[config.mk]
export PLATFORM = sky130hd
export DESIGN_NAME = ntu_trap_unit
export DESIGN_NICKNAME = d
export VERILOG_FILES = /design/src/pkg/ntu_pkg.sv /design/src/ntu_trap_unit.sv
export SDC_FILE = /design/constraint.sdc
export NUM_CORES = 1
export LEC_CHECK = 0
export BUFFER_PORTS_ARGS = -buffer_cell sky130_fd_sc_hd__buf_4
export CORE_ASPECT_RATIO = 0.7
export CORE_MARGIN = 3
export CORE_UTILIZATION = 50
export DETAILED_ROUTE_END_ITERATION = 12
export GPL_TIMING_DRIVEN = 0
export PLACE_DENSITY = 0.77
export RECOVER_POWER = 25
export SKIP_LAST_GASP = 1
export SYNTH_ARGS = -nofsm -noshare
export SYNTH_HDL_FRONTEND = slang
export SYNTH_SLANG_ARGS = --single-unit
[constraint.sdc]
create_clock -name core_clk -period 3 [get_ports core_clk]
set_input_delay 0.45 -clock core_clk [delete_from_list [all_inputs] [get_ports core_clk]]
set_output_delay 0.45 -clock core_clk [all_outputs]
set_load 0.01 [all_outputs]
[src/pkg/ntu_pkg.sv]
package ntu_pkg;

  // Register indices on the plain register port.
  localparam logic [3:0] NTU_IDX_CTRL1  = 4'h0;
  localparam logic [3:0] NTU_IDX_LIMIT  = 4'h1;
  localparam logic [3:0] NTU_IDX_SP     = 4'h2;
  localparam logic [3:0] NTU_IDX_STATUS = 4'h3;
  localparam logic [3:0] NTU_IDX_RESET  = 4'h4;
  localparam logic [3:0] NTU_IDX_OSC    = 4'h5;
  localparam logic [3:0] NTU_IDX_LEVEL  = 4'h6;

  // Field positions in interrupt_control_one.
  localparam int NTU_B_OSC   = 1;
  localparam int NTU_B_STK   = 2;
  localparam int NTU_B_ADR   = 3;
  localparam int NTU_B_MATH  = 4;
  localparam int NTU_B_DIV   = 6;
  localparam int NTU_B_SFT   = 7;
  localparam int NTU_B_COVEN = 8;
  localparam int NTU_B_OVBEN = 9;
  localparam int NTU_B_OVAEN = 10;
  localparam int NTU_B_COVB  = 11;
  localparam int NTU_B_COVA  = 12;
  localparam int NTU_B_OVB   = 13;
  localparam int NTU_B_OVA   = 14;
  // Other registers.
  localparam int NTU_B_OB    = 14;
  localparam int NTU_B_OA    = 15;
  localparam int NTU_B_TRAP_RESET_FLAG = 15;
  localparam int NTU_B_CF    = 3;
  localparam int NTU_B_TRAP_ACTIVE_LEVEL_BIT  = 3;

  localparam logic [15:0] NTU_SP_RESET  = 16'h0800;
  localparam logic [15:0] NTU_ZERO      = 16'h0000;
  localparam logic signed [5:0] NTU_SHIFT_MAX = 6'sh10;

  // Source index: higher index is higher priority.
  localparam int NTU_SRC_MATH = 0;
  localparam int NTU_SRC_STK  = 1;
  localparam int NTU_SRC_ADR  = 2;
  localparam int NTU_SRC_OSC  = 3;
  localparam int NTU_NSRC     = 4;
  localparam int NTU_SOFT_DLY = 2;

  typedef enum logic [3:0] {
    NTU_LVL_NONE = 4'h0,
    NTU_LVL_MATH = 4'hb,
    NTU_LVL_STK  = 4'hc,
    NTU_LVL_ADR  = 4'hd,
    NTU_LVL_OSC  = 4'he
  } ntu_level_t;

  typedef struct packed {
    logic              sp_ea_valid;
    logic              sp_ea_wrap;
    logic [15:0]       sp_ea;
    logic              acc_a_c31;
    logic              acc_b_c31;
    logic              acc_a_c39;
    logic              acc_b_c39;
    logic              sat31_a;
    logic              sat31_b;
    logic              sat39_a;
    logic              sat39_b;
    logic              arith_a;
    logic              arith_b;
    logic              div_zero;
    logic              div_first;
    logic              shift_valid;
    logic signed [5:0] shift_amt;
    logic              word_access;
    logic              bit_indirect;
    logic              ea_lsb;
    logic              unimpl_data;
    logic              unimpl_prog;
    logic              clk_loss;
    logic              monitor_en;
    logic              pll_unlock;
    logic              pll_por_fail;
  } ntu_evt_t;

endpackage : ntu_pkg

[src/ntu_trap_unit.sv]
`timescale 1ns/1ps
// Functional notes
// - Fixed order: oscillator highest, math lowest.
// - Math and stack traps soft, two-cycle sample.
// - Stack pointer resets to 0800; below traps.
// - Limit check off until limit written.
// - Stack addresses above limit or wrapping trap.
// - Stack error sets flag bit 2.
// - Overflow, divide zero, bad shift raise math.
// - Enables at bits 10, 9, 8.
// - Overflow is carry 31, masked by saturation.
// - Catastrophic is carry 39, masked by saturation.
// - Overflow trap sets matching error flags.
// - Divide zero traps only with div_first, flag bit 6.
// - Bad shift traps, flag 7, result dropped.
// - Math flag clears only after causes clear.
// - OA/OB read-only, cleared by accumulator arithmetic.
// - Address and oscillator traps stall execution.
// - Higher trap preempts; lower stays pending.
// - Lower hard trap conflict resets, sets flag.
// - Oscillator fault from monitor or lock loss.
// - Oscillator fault sets bit 1 and clock-fail.
// - Misaligned, unimplemented accesses raise address error.
// - Address error blocks writes, sets bit 3.
// - Trap levels occupy 11 through 14.
// - Level bit held during service; clear only.
module ntu_trap_unit
  import ntu_pkg::*;
(
  input  logic        core_clk,
  input  logic        rst,
  input  logic [3:0]  addr,
  input  logic [15:0] wdata,
  input  logic        wr,
  input  logic        rd,
  output logic [15:0] rdata,
  input  ntu_evt_t    ev,
  input  logic        trap_ack,
  input  logic        return_from_handler_op,
  output logic        trap_req,
  output ntu_level_t  trap_level,
  output logic        hard_stall,
  output logic        write_inhibit,
  output logic        shift_write_inhibit,
  output logic        device_reset_req,
  output logic        trap_active_level_bit
);

  logic [15:0] stack_pointer_reg;
  logic [15:0] stack_limit_reg;
  logic        limit_ok;
  logic        osc_fault_flag;
  logic        stack_fault_flag;
  logic        address_fault_flag;
  logic        math_fault_flag;
  logic        divide_zero_flag;
  logic        shift_range_flag;
  logic        acc_a_ovf_flag;
  logic        acc_b_ovf_flag;
  logic        acc_a_catastrophic_flag;
  logic        acc_b_catastrophic_flag;
  logic        acc_a_ovf_trap_en;
  logic        acc_b_ovf_trap_en;
  logic        catastrophic_ovf_trap_en;
  logic        acc_a_overflow_status;
  logic        acc_b_overflow_status;
  logic        trap_reset_flag;
  logic        clock_fail_flag;
  logic [3:0]  pending;
  logic [3:0]  insvc;
  logic [3:0]  ready;
  logic [3:0]  eligible;
  logic [3:0]  evt;
  logic [1:0]  ack_src;
  logic [15:0] ctrl1_word;

  logic ova_ev, ovb_ev, cova_ev, covb_ev;
  logic div_ev, sft_ev, stk_ev, adr_ev, osc_ev;
  logic math_ev, conflict;
  logic wr_ctrl1, wr_reset, wr_osc, wr_level;
  logic causes_clear;

  function automatic logic [1:0] ntu_top(input logic [3:0] m);
    logic [1:0] r;
    r = 2'h0;
    for (int i = 0; i < NTU_NSRC; i++) begin
      if (m[i]) begin
        r = 2'(i);
      end
    end
    return r;
  endfunction

  function automatic ntu_level_t ntu_lvl(input logic [1:0] s);
    ntu_level_t l;
    case (s)
      2'h0:    l = NTU_LVL_MATH;
      2'h1:    l = NTU_LVL_STK;
      2'h2:    l = NTU_LVL_ADR;
      default: l = NTU_LVL_OSC;
    endcase
    return l;
  endfunction

  assign wr_ctrl1 = wr && (addr == NTU_IDX_CTRL1);
  assign wr_reset = wr && (addr == NTU_IDX_RESET);
  assign wr_osc   = wr && (addr == NTU_IDX_OSC);
  assign wr_level = wr && (addr == NTU_IDX_LEVEL);

  // Saturation makes the carries impossible, so they are masked here.
  assign ova_ev  = ev.acc_a_c31 && !ev.sat31_a;
  assign ovb_ev  = ev.acc_b_c31 && !ev.sat31_b;
  assign cova_ev = ev.acc_a_c39 && !ev.sat31_a && !ev.sat39_a;
  assign covb_ev = ev.acc_b_c39 && !ev.sat31_b && !ev.sat39_b;
  assign div_ev  = ev.div_zero && ev.div_first;
  assign sft_ev  = ev.shift_valid && ((ev.shift_amt > NTU_SHIFT_MAX)
                   || (ev.shift_amt < -NTU_SHIFT_MAX));
  assign math_ev = (ova_ev && acc_a_ovf_trap_en)
                || (ovb_ev && acc_b_ovf_trap_en)
                || ((cova_ev || covb_ev) && catastrophic_ovf_trap_en)
                || div_ev || sft_ev;
  assign stk_ev  = (stack_pointer_reg < NTU_SP_RESET)
                || (ev.sp_ea_valid && (ev.sp_ea_wrap
                || (limit_ok && ev.sp_ea > stack_limit_reg)));
  assign adr_ev  = ((ev.word_access || ev.bit_indirect) && ev.ea_lsb)
                || ev.unimpl_data || ev.unimpl_prog;
  assign osc_ev  = (ev.monitor_en && (ev.clk_loss || ev.pll_por_fail))
                || ev.pll_unlock;
  assign evt = {osc_ev, adr_ev, stk_ev, math_ev};

  // A lower hard trap cannot be taken while the higher one is open.
  assign conflict = adr_ev && (pending[NTU_SRC_OSC]
                                || insvc[NTU_SRC_OSC]);

  // Per-source pending, sampling and service state.
  genvar g;
  generate
    for (g = 0; g < NTU_NSRC; g++) begin : gen_src
      logic [NTU_SOFT_DLY-1:0] smp;
      always_ff @(posedge core_clk) begin
        if (rst || conflict) begin
          pending[g] <= 1'b0;
        end else if (evt[g]) begin
          pending[g] <= 1'b1;
        end else if (trap_ack && trap_req && ack_src == 2'(g)) begin
          pending[g] <= 1'b0;
        end
      end
      always_ff @(posedge core_clk) begin
        if (rst || conflict) begin
          smp <= '0;
        end else begin
          smp <= {smp[NTU_SOFT_DLY-2:0], pending[g]} & {NTU_SOFT_DLY{pending[g]}};
        end
      end
      if (g <= NTU_SRC_STK) begin : gen_soft
        assign ready[g] = pending[g] && smp[NTU_SOFT_DLY-1];
      end else begin : gen_hard
        assign ready[g] = pending[g];
      end
      // Only a strictly higher level may interrupt one in service.
      assign eligible[g] = ready[g] && !(|(insvc >> g));
    end
  endgenerate

  always_ff @(posedge core_clk) begin
    if (rst || conflict) begin
      insvc <= 4'h0;
    end else begin
      if (return_from_handler_op && |insvc) begin
        insvc[ntu_top(insvc)] <= 1'b0;
      end
      if (trap_ack && trap_req) begin
        insvc[ack_src] <= 1'b1;
      end
    end
  end

  // Request towards the core; levels are all above 7.
  always_ff @(posedge core_clk) begin
    if (rst || conflict) begin
      trap_req   <= 1'b0;
      trap_level <= NTU_LVL_NONE;
      ack_src    <= 2'h0;
    end else if (trap_ack && trap_req) begin
      trap_req   <= 1'b0;
      trap_level <= NTU_LVL_NONE;
    end else begin
      trap_req   <= |eligible;
      trap_level <= (|eligible) ? ntu_lvl(ntu_top(eligible))
                                : NTU_LVL_NONE;
      ack_src    <= ntu_top(eligible);
    end
  end

  always_ff @(posedge core_clk) begin
    if (rst) begin
      hard_stall          <= 1'b0;
      write_inhibit       <= 1'b0;
      shift_write_inhibit <= 1'b0;
      device_reset_req    <= 1'b0;
    end else begin
      // The stall starts on the faulting edge, in the same cycle as pending.
      hard_stall          <= adr_ev || osc_ev
                             || |pending[NTU_SRC_OSC:NTU_SRC_ADR];
      write_inhibit       <= adr_ev || pending[NTU_SRC_ADR];
      shift_write_inhibit <= sft_ev;
      device_reset_req    <= conflict;
    end
  end

  // Level bit: hardware sets on entry, software may only clear.
  always_ff @(posedge core_clk) begin
    if (rst || conflict) begin
      trap_active_level_bit <= 1'b0;
    end else if (trap_ack && trap_req) begin
      trap_active_level_bit <= 1'b1;
    end else if ((wr_level && !wdata[NTU_B_TRAP_ACTIVE_LEVEL_BIT])
                 || (return_from_handler_op && $onehot0(insvc))) begin
      trap_active_level_bit <= 1'b0;
    end
  end

  // Stack registers. The limit is data and is left uninitialised.
  always_ff @(posedge core_clk) begin
    if (rst) begin
      stack_pointer_reg <= NTU_SP_RESET;
      limit_ok          <= 1'b0;
    end else begin
      if (wr && addr == NTU_IDX_SP) begin
        stack_pointer_reg <= wdata;
      end
      if (wr && addr == NTU_IDX_LIMIT) begin
        limit_ok <= 1'b1;
      end
    end
  end

  always_ff @(posedge core_clk) begin
    if (wr && addr == NTU_IDX_LIMIT) begin
      stack_limit_reg <= wdata;
    end
  end

  // Sticky flags: an event in the clearing cycle wins.
  always_ff @(posedge core_clk) begin
    if (rst) begin
      osc_fault_flag          <= 1'b0;
      stack_fault_flag        <= 1'b0;
      address_fault_flag      <= 1'b0;
      divide_zero_flag        <= 1'b0;
      shift_range_flag        <= 1'b0;
      acc_a_ovf_flag          <= 1'b0;
      acc_b_ovf_flag          <= 1'b0;
      acc_a_catastrophic_flag <= 1'b0;
      acc_b_catastrophic_flag <= 1'b0;
    end else begin
      osc_fault_flag <= osc_ev || (osc_fault_flag
        && !(wr_ctrl1 && !wdata[NTU_B_OSC]));
      stack_fault_flag <= stk_ev || (stack_fault_flag
        && !(wr_ctrl1 && !wdata[NTU_B_STK]));
      address_fault_flag <= adr_ev || (address_fault_flag
        && !(wr_ctrl1 && !wdata[NTU_B_ADR]));
      divide_zero_flag <= div_ev || (divide_zero_flag
        && !(wr_ctrl1 && !wdata[NTU_B_DIV]));
      shift_range_flag <= sft_ev || (shift_range_flag
        && !(wr_ctrl1 && !wdata[NTU_B_SFT]));
      acc_a_ovf_flag <= (ova_ev && acc_a_ovf_trap_en) || (acc_a_ovf_flag
        && !(wr_ctrl1 && !wdata[NTU_B_OVA]));
      acc_b_ovf_flag <= (ovb_ev && acc_b_ovf_trap_en) || (acc_b_ovf_flag
        && !(wr_ctrl1 && !wdata[NTU_B_OVB]));
      acc_a_catastrophic_flag <= (cova_ev && catastrophic_ovf_trap_en)
        || (acc_a_catastrophic_flag
        && !(wr_ctrl1 && !wdata[NTU_B_COVA]));
      acc_b_catastrophic_flag <= (covb_ev && catastrophic_ovf_trap_en)
        || (acc_b_catastrophic_flag
        && !(wr_ctrl1 && !wdata[NTU_B_COVB]));
    end
  end

  // Causes are judged on stored state, so software clears them first.
  assign causes_clear = !(divide_zero_flag || shift_range_flag
    || acc_a_ovf_flag || acc_b_ovf_flag || acc_a_catastrophic_flag
    || acc_b_catastrophic_flag || acc_a_overflow_status
    || acc_b_overflow_status);

  always_ff @(posedge core_clk) begin
    if (rst) begin
      math_fault_flag <= 1'b0;
    end else if (math_ev) begin
      math_fault_flag <= 1'b1;
    end else if (wr_ctrl1 && !wdata[NTU_B_MATH] && causes_clear) begin
      math_fault_flag <= 1'b0;
    end
  end

  always_ff @(posedge core_clk) begin
    if (rst) begin
      acc_a_ovf_trap_en        <= 1'b0;
      acc_b_ovf_trap_en        <= 1'b0;
      catastrophic_ovf_trap_en <= 1'b0;
    end else if (wr_ctrl1) begin
      acc_a_ovf_trap_en        <= wdata[NTU_B_OVAEN];
      acc_b_ovf_trap_en        <= wdata[NTU_B_OVBEN];
      catastrophic_ovf_trap_en <= wdata[NTU_B_COVEN];
    end
  end

  // Read-only overflow status; arithmetic on that accumulator clears unless it overflows.
  always_ff @(posedge core_clk) begin
    if (rst) begin
      acc_a_overflow_status <= 1'b0;
      acc_b_overflow_status <= 1'b0;
    end else begin
      acc_a_overflow_status <= ova_ev
        || (acc_a_overflow_status && !ev.arith_a);
      acc_b_overflow_status <= ovb_ev
        || (acc_b_overflow_status && !ev.arith_b);
    end
  end

  always_ff @(posedge core_clk) begin
    if (rst) begin
      trap_reset_flag <= 1'b0;
      clock_fail_flag <= 1'b0;
    end else begin
      trap_reset_flag <= conflict || (trap_reset_flag
        && !(wr_reset && !wdata[NTU_B_TRAP_RESET_FLAG]));
      clock_fail_flag <= osc_ev || (clock_fail_flag
        && !(wr_osc && !wdata[NTU_B_CF]));
    end
  end

  always_comb begin
    ctrl1_word              = NTU_ZERO;
    ctrl1_word[NTU_B_OSC]   = osc_fault_flag;
    ctrl1_word[NTU_B_STK]   = stack_fault_flag;
    ctrl1_word[NTU_B_ADR]   = address_fault_flag;
    ctrl1_word[NTU_B_MATH]  = math_fault_flag;
    ctrl1_word[NTU_B_DIV]   = divide_zero_flag;
    ctrl1_word[NTU_B_SFT]   = shift_range_flag;
    ctrl1_word[NTU_B_COVEN] = catastrophic_ovf_trap_en;
    ctrl1_word[NTU_B_OVBEN] = acc_b_ovf_trap_en;
    ctrl1_word[NTU_B_OVAEN] = acc_a_ovf_trap_en;
    ctrl1_word[NTU_B_COVB]  = acc_b_catastrophic_flag;
    ctrl1_word[NTU_B_COVA]  = acc_a_catastrophic_flag;
    ctrl1_word[NTU_B_OVB]   = acc_b_ovf_flag;
    ctrl1_word[NTU_B_OVA]   = acc_a_ovf_flag;
  end

  always_ff @(posedge core_clk) begin
    if (rst) begin
      rdata <= NTU_ZERO;
    end else if (rd) begin
      rdata <= NTU_ZERO;
      case (addr)
        NTU_IDX_CTRL1: rdata <= ctrl1_word;
        NTU_IDX_LIMIT: rdata <= stack_limit_reg;
        NTU_IDX_SP:    rdata <= stack_pointer_reg;
        NTU_IDX_STATUS: begin
          rdata[NTU_B_OA] <= acc_a_overflow_status;
          rdata[NTU_B_OB] <= acc_b_overflow_status;
        end
        NTU_IDX_RESET: rdata[NTU_B_TRAP_RESET_FLAG] <= trap_reset_flag;
        NTU_IDX_OSC:   rdata[NTU_B_CF]    <= clock_fail_flag;
        NTU_IDX_LEVEL: rdata[NTU_B_TRAP_ACTIVE_LEVEL_BIT]  <= trap_active_level_bit;
        default:       rdata <= NTU_ZERO;
      endcase
    end else begin
      rdata <= NTU_ZERO;
    end
  end
endmodule // ntu_trap_unit

==> metrics.cfg <==
[outcome]
run_status=finished clean

[worst_setup_path]
length_in_cells_of_the_worst_reg_to_reg_path=7
reg2reg_to=stack_fault_flag$_SDFF_PP0_
critical_path.endpoint_type=register
critical_path_cell_by_cell=clkbuf_1, clkbuf_1, nor2b_1, and3_1
startpoint_type=input port
reg2reg_from=stack_limit_reg[9]$_DFFE_PP_
critPathMaxFanout=17
critical_path.most_common_cell=clkbuf_1
critPathMaxStageDelay_ns=0.83
crit_path_start=addr[0]
arrival_ns=2.32
critPathSlowestCell=and3_1
timing_worst_setup_path_type=in2reg
r2r_slack_ns=0.76
required_time_reported_for_the_critical_path_endpoint_ns=2.99

[route]
detailroute.via_count=3437
post_drt_via_cell_ratio=5.50
routed_wl_um=10500
remaining_drc_errors=0
routedWlPerCell_um=16.8
detail_route.first_pass.iterations=5
drt_first_iter_violations=354
drt.antenna.violating_nets=0

[layout]
n_fill_cell=626
insertedDiodeCount=0
area.growth.synth_to_final_pct=24.0
final_util_pct=64.7
num-nets-final=613
post_route_cells_drive_above_1_share_pct=18.2
final_design_area_no_fill_um2=4780

[clocking]
root_buffer=clkbuf_8
cts_h_tree_lvls=3
clock_path_buffers=2
clock_latency_on_the_worst_skew_pair_ns=0.36
hold_buffers=0
ctsResizeCount=0
cts_post_setup_buffers_inserted=0
tritoncts=done
cts_num_sinks=90
cts.clk_slew.worst_paths_ns=0.09
tritoncts.num_buffers=9

[synthesis]
synth-warning-count=0
synth_simple_gate_area_share_pct=19.2
synthDominantAreaCellType=dfxtp_1
syn_inst=416
net_count_of_the_mapped_netlist=507
synthTopCellsByArea=dfxtp_1 (38%), edfxtp_1 (12%), a21oi_1 (7.3%)
async_reset_ff_share_pct=0
yosysSeqAreaShare_pct=50.9
synth.area.mux_share_pct=4.45
main_combinational_cell_family_by_area_after_synthesis=simple AND/OR/NAND/NOR gates
yosys.area_share.xor_xnor_pct=0
synthDominantCellAreaShare_pct=38.5
average_footprint_of_a_synthesized_cell_um2=9.26
ys_types=45
synth_edf_count=16
synthesis.area_um2=3850
synth_adder_area_share_pct=6.37
ys_dominant_reg_cell=dfxtp_1
synth_seq_cells=90
synth_compound_gate_area_share_pct=14.6

[timing]
clock-skew-final_ns=0.00929
finalCritPeriodShare_pct=77.8
final_period_minus_worst_setup_slack_ns=2.33
fmaxAchievable_mhz=428
worst_setup_slack_after_layout_ns=0.665
rsz0062_at_grt=no
totalNegativeSetupSlack_ns=0
timing.slew.headroom_pct=40.9
timing.final.hold_violations=0
final_setup_fails=0
slew_violations=0
tightestPinTransition_ns=0.886

[placed_design]
post_dp_area_um2=4690
place.port_buffers=95
place.detailed.hpwl_um=8150
post-place-ws_ns=0.631
gp_congestion=1.04

[flow_run]
max_cap_violations=0

[global_routing]
grt_use_total_pct=24.1
grt_start_max_net_pins=18
antenna_found_initial=0
grt_overflow_total=0
grt_pass1_vias=3321
grt_first_pass_wirelength_um=16600

[power]
worst_ir_drop_vdd_mv=0.257
power.density_nw_per_um2=490
cellLeakagePower_nw=1.99

[floorplan]
initial_utilization_pct=52.2
design.portCount=98
fp.dieArea_um2=8810
fp.dieW_um=111
design.core.area_um2=7380
floorplan.rows=26
fp.dieH_um=79.4

[min_path]
hp-class=in2reg
timing.hold.worst_path_depth=1
min-delay-start=wdata[0]
hold_ep=stack_limit_reg[0]$_DFFE_PP_

[synth_stat cells, types with 2 or more instances]
master,n
a211oi_1,3
nand4_1,6
nor2b_1,4
buf_2,3
or4bb_1,2
nor2_1,47
a31oi_1,5
and2_1,4
nand2b_1,5
mux2i_1,16
buf_4,2
o41ai_2,2
nand3_1,7
or4_1,5
a22oi_1,4
nand3b_1,6
nand2_1,49
and3_1,4
a21oi_1,56
o21ai_0,16
edfxtp_1,16
o41ai_1,3
ha_1,18
o211ai_1,2
clkbuf_1,13
dfxtp_1,74
a21o_1,2
inv_1,24
nor3_1,2
[worst max path at each step]
stage,to,slack (ns),cells past startpoint
after detailed placement,stack_fault_flag$_SDFF_PP0_,0.63,7
after CTS,stack_fault_flag$_SDFF_PP0_,0.75,7
after floorplan,stack_fault_flag$_SDFF_PP0_,0.98,6
after global routing,limit_ok$_SDFFE_PP0P_,0.51,6
after global placement,stack_limit_reg[10]$_DFFE_PP_,0.68,4
final,stack_limit_reg[3]$_DFFE_PP_,0.67,4
[cell families after synthesis]
logic type | Yosys count
AOI/OAI and AO/OA | 97
adders and majority gates | 19
DFF | 90
and+or+nand+nor | 151
buffers and inverters | 42
muxes | 17
[through the flow]
stage / hold slack [ns] / std cells / power, mW
after floorplan: 0.436 / 416 / 1.46
after global placement: 0.439 / 609 / 1.60
after detailed placement: 0.452 / 609 / 1.61
after CTS: 0.271 / 625 / 2.36
after global routing: 0.283 / 625 / 2.44
final: 0.305 / 625 / 2.34
[layout make-up]
cell class | instances | area, µm² | area share, %
clock inverter | 6 | 57.6 | 1.20
multi-input combinational | 284 | 1720 | 36.0
tap | 98 | 123 | 2.57
sequential | 90 | 1960 | 41.1
buffer | 18 | 75.1 | 1.57
clock buffer | 10 | 128 | 2.67
timing repair buffer | 95 | 623 | 13.0
inverter | 24 | 90.1 | 1.89
[routing by layer]
layer | track usage (%) | part of all wire (%) | vias up
met3 | 8.71 | 11 | 18
met5 | 0 | 0 | -
met2 | 37.4 | 44 | 193
met1 | 32.0 | 44 | 1559
li1 | - | - | 1667
met4 | 6.77 | 1.6 | 0
[power by group]
group          internal, mW  switching [mW]  leakage [nW]
clock                 0.322           0.448        0.0953
sequential             1.27          0.0275         0.748
combinational         0.128           0.149          1.15
total                  1.72           0.624          1.99
[worst max-delay path: cells and delay by family]
| family | cells | cell delay [ns] |
|---|---|---|
| AND/OR/NAND/NOR | 2 | 1.30 |
| buffers and inverters | 2 | 0.56 |
[placed cells by master (no fill, tap or decap), types with 6 or more instances in the layout]
cell | netlist | final
a21oi_1 | 56 | 56
buf_4 | 2 | 70
clkbuf_1 | 13 | 39
clkbuf_8 | 0 | 9
dfxtp_1 | 74 | 74
edfxtp_1 | 16 | 16
ha_1 | 18 | 18
inv_1 | 24 | 24
mux2i_1 | 16 | 16
nand2_1 | 49 | 49
nand3_1 | 7 | 7
nand3b_1 | 6 | 6
nand4_1 | 6 | 6
nor2_1 | 47 | 48
o21ai_0 | 16 | 16
(Power assumes the default switching activity.)
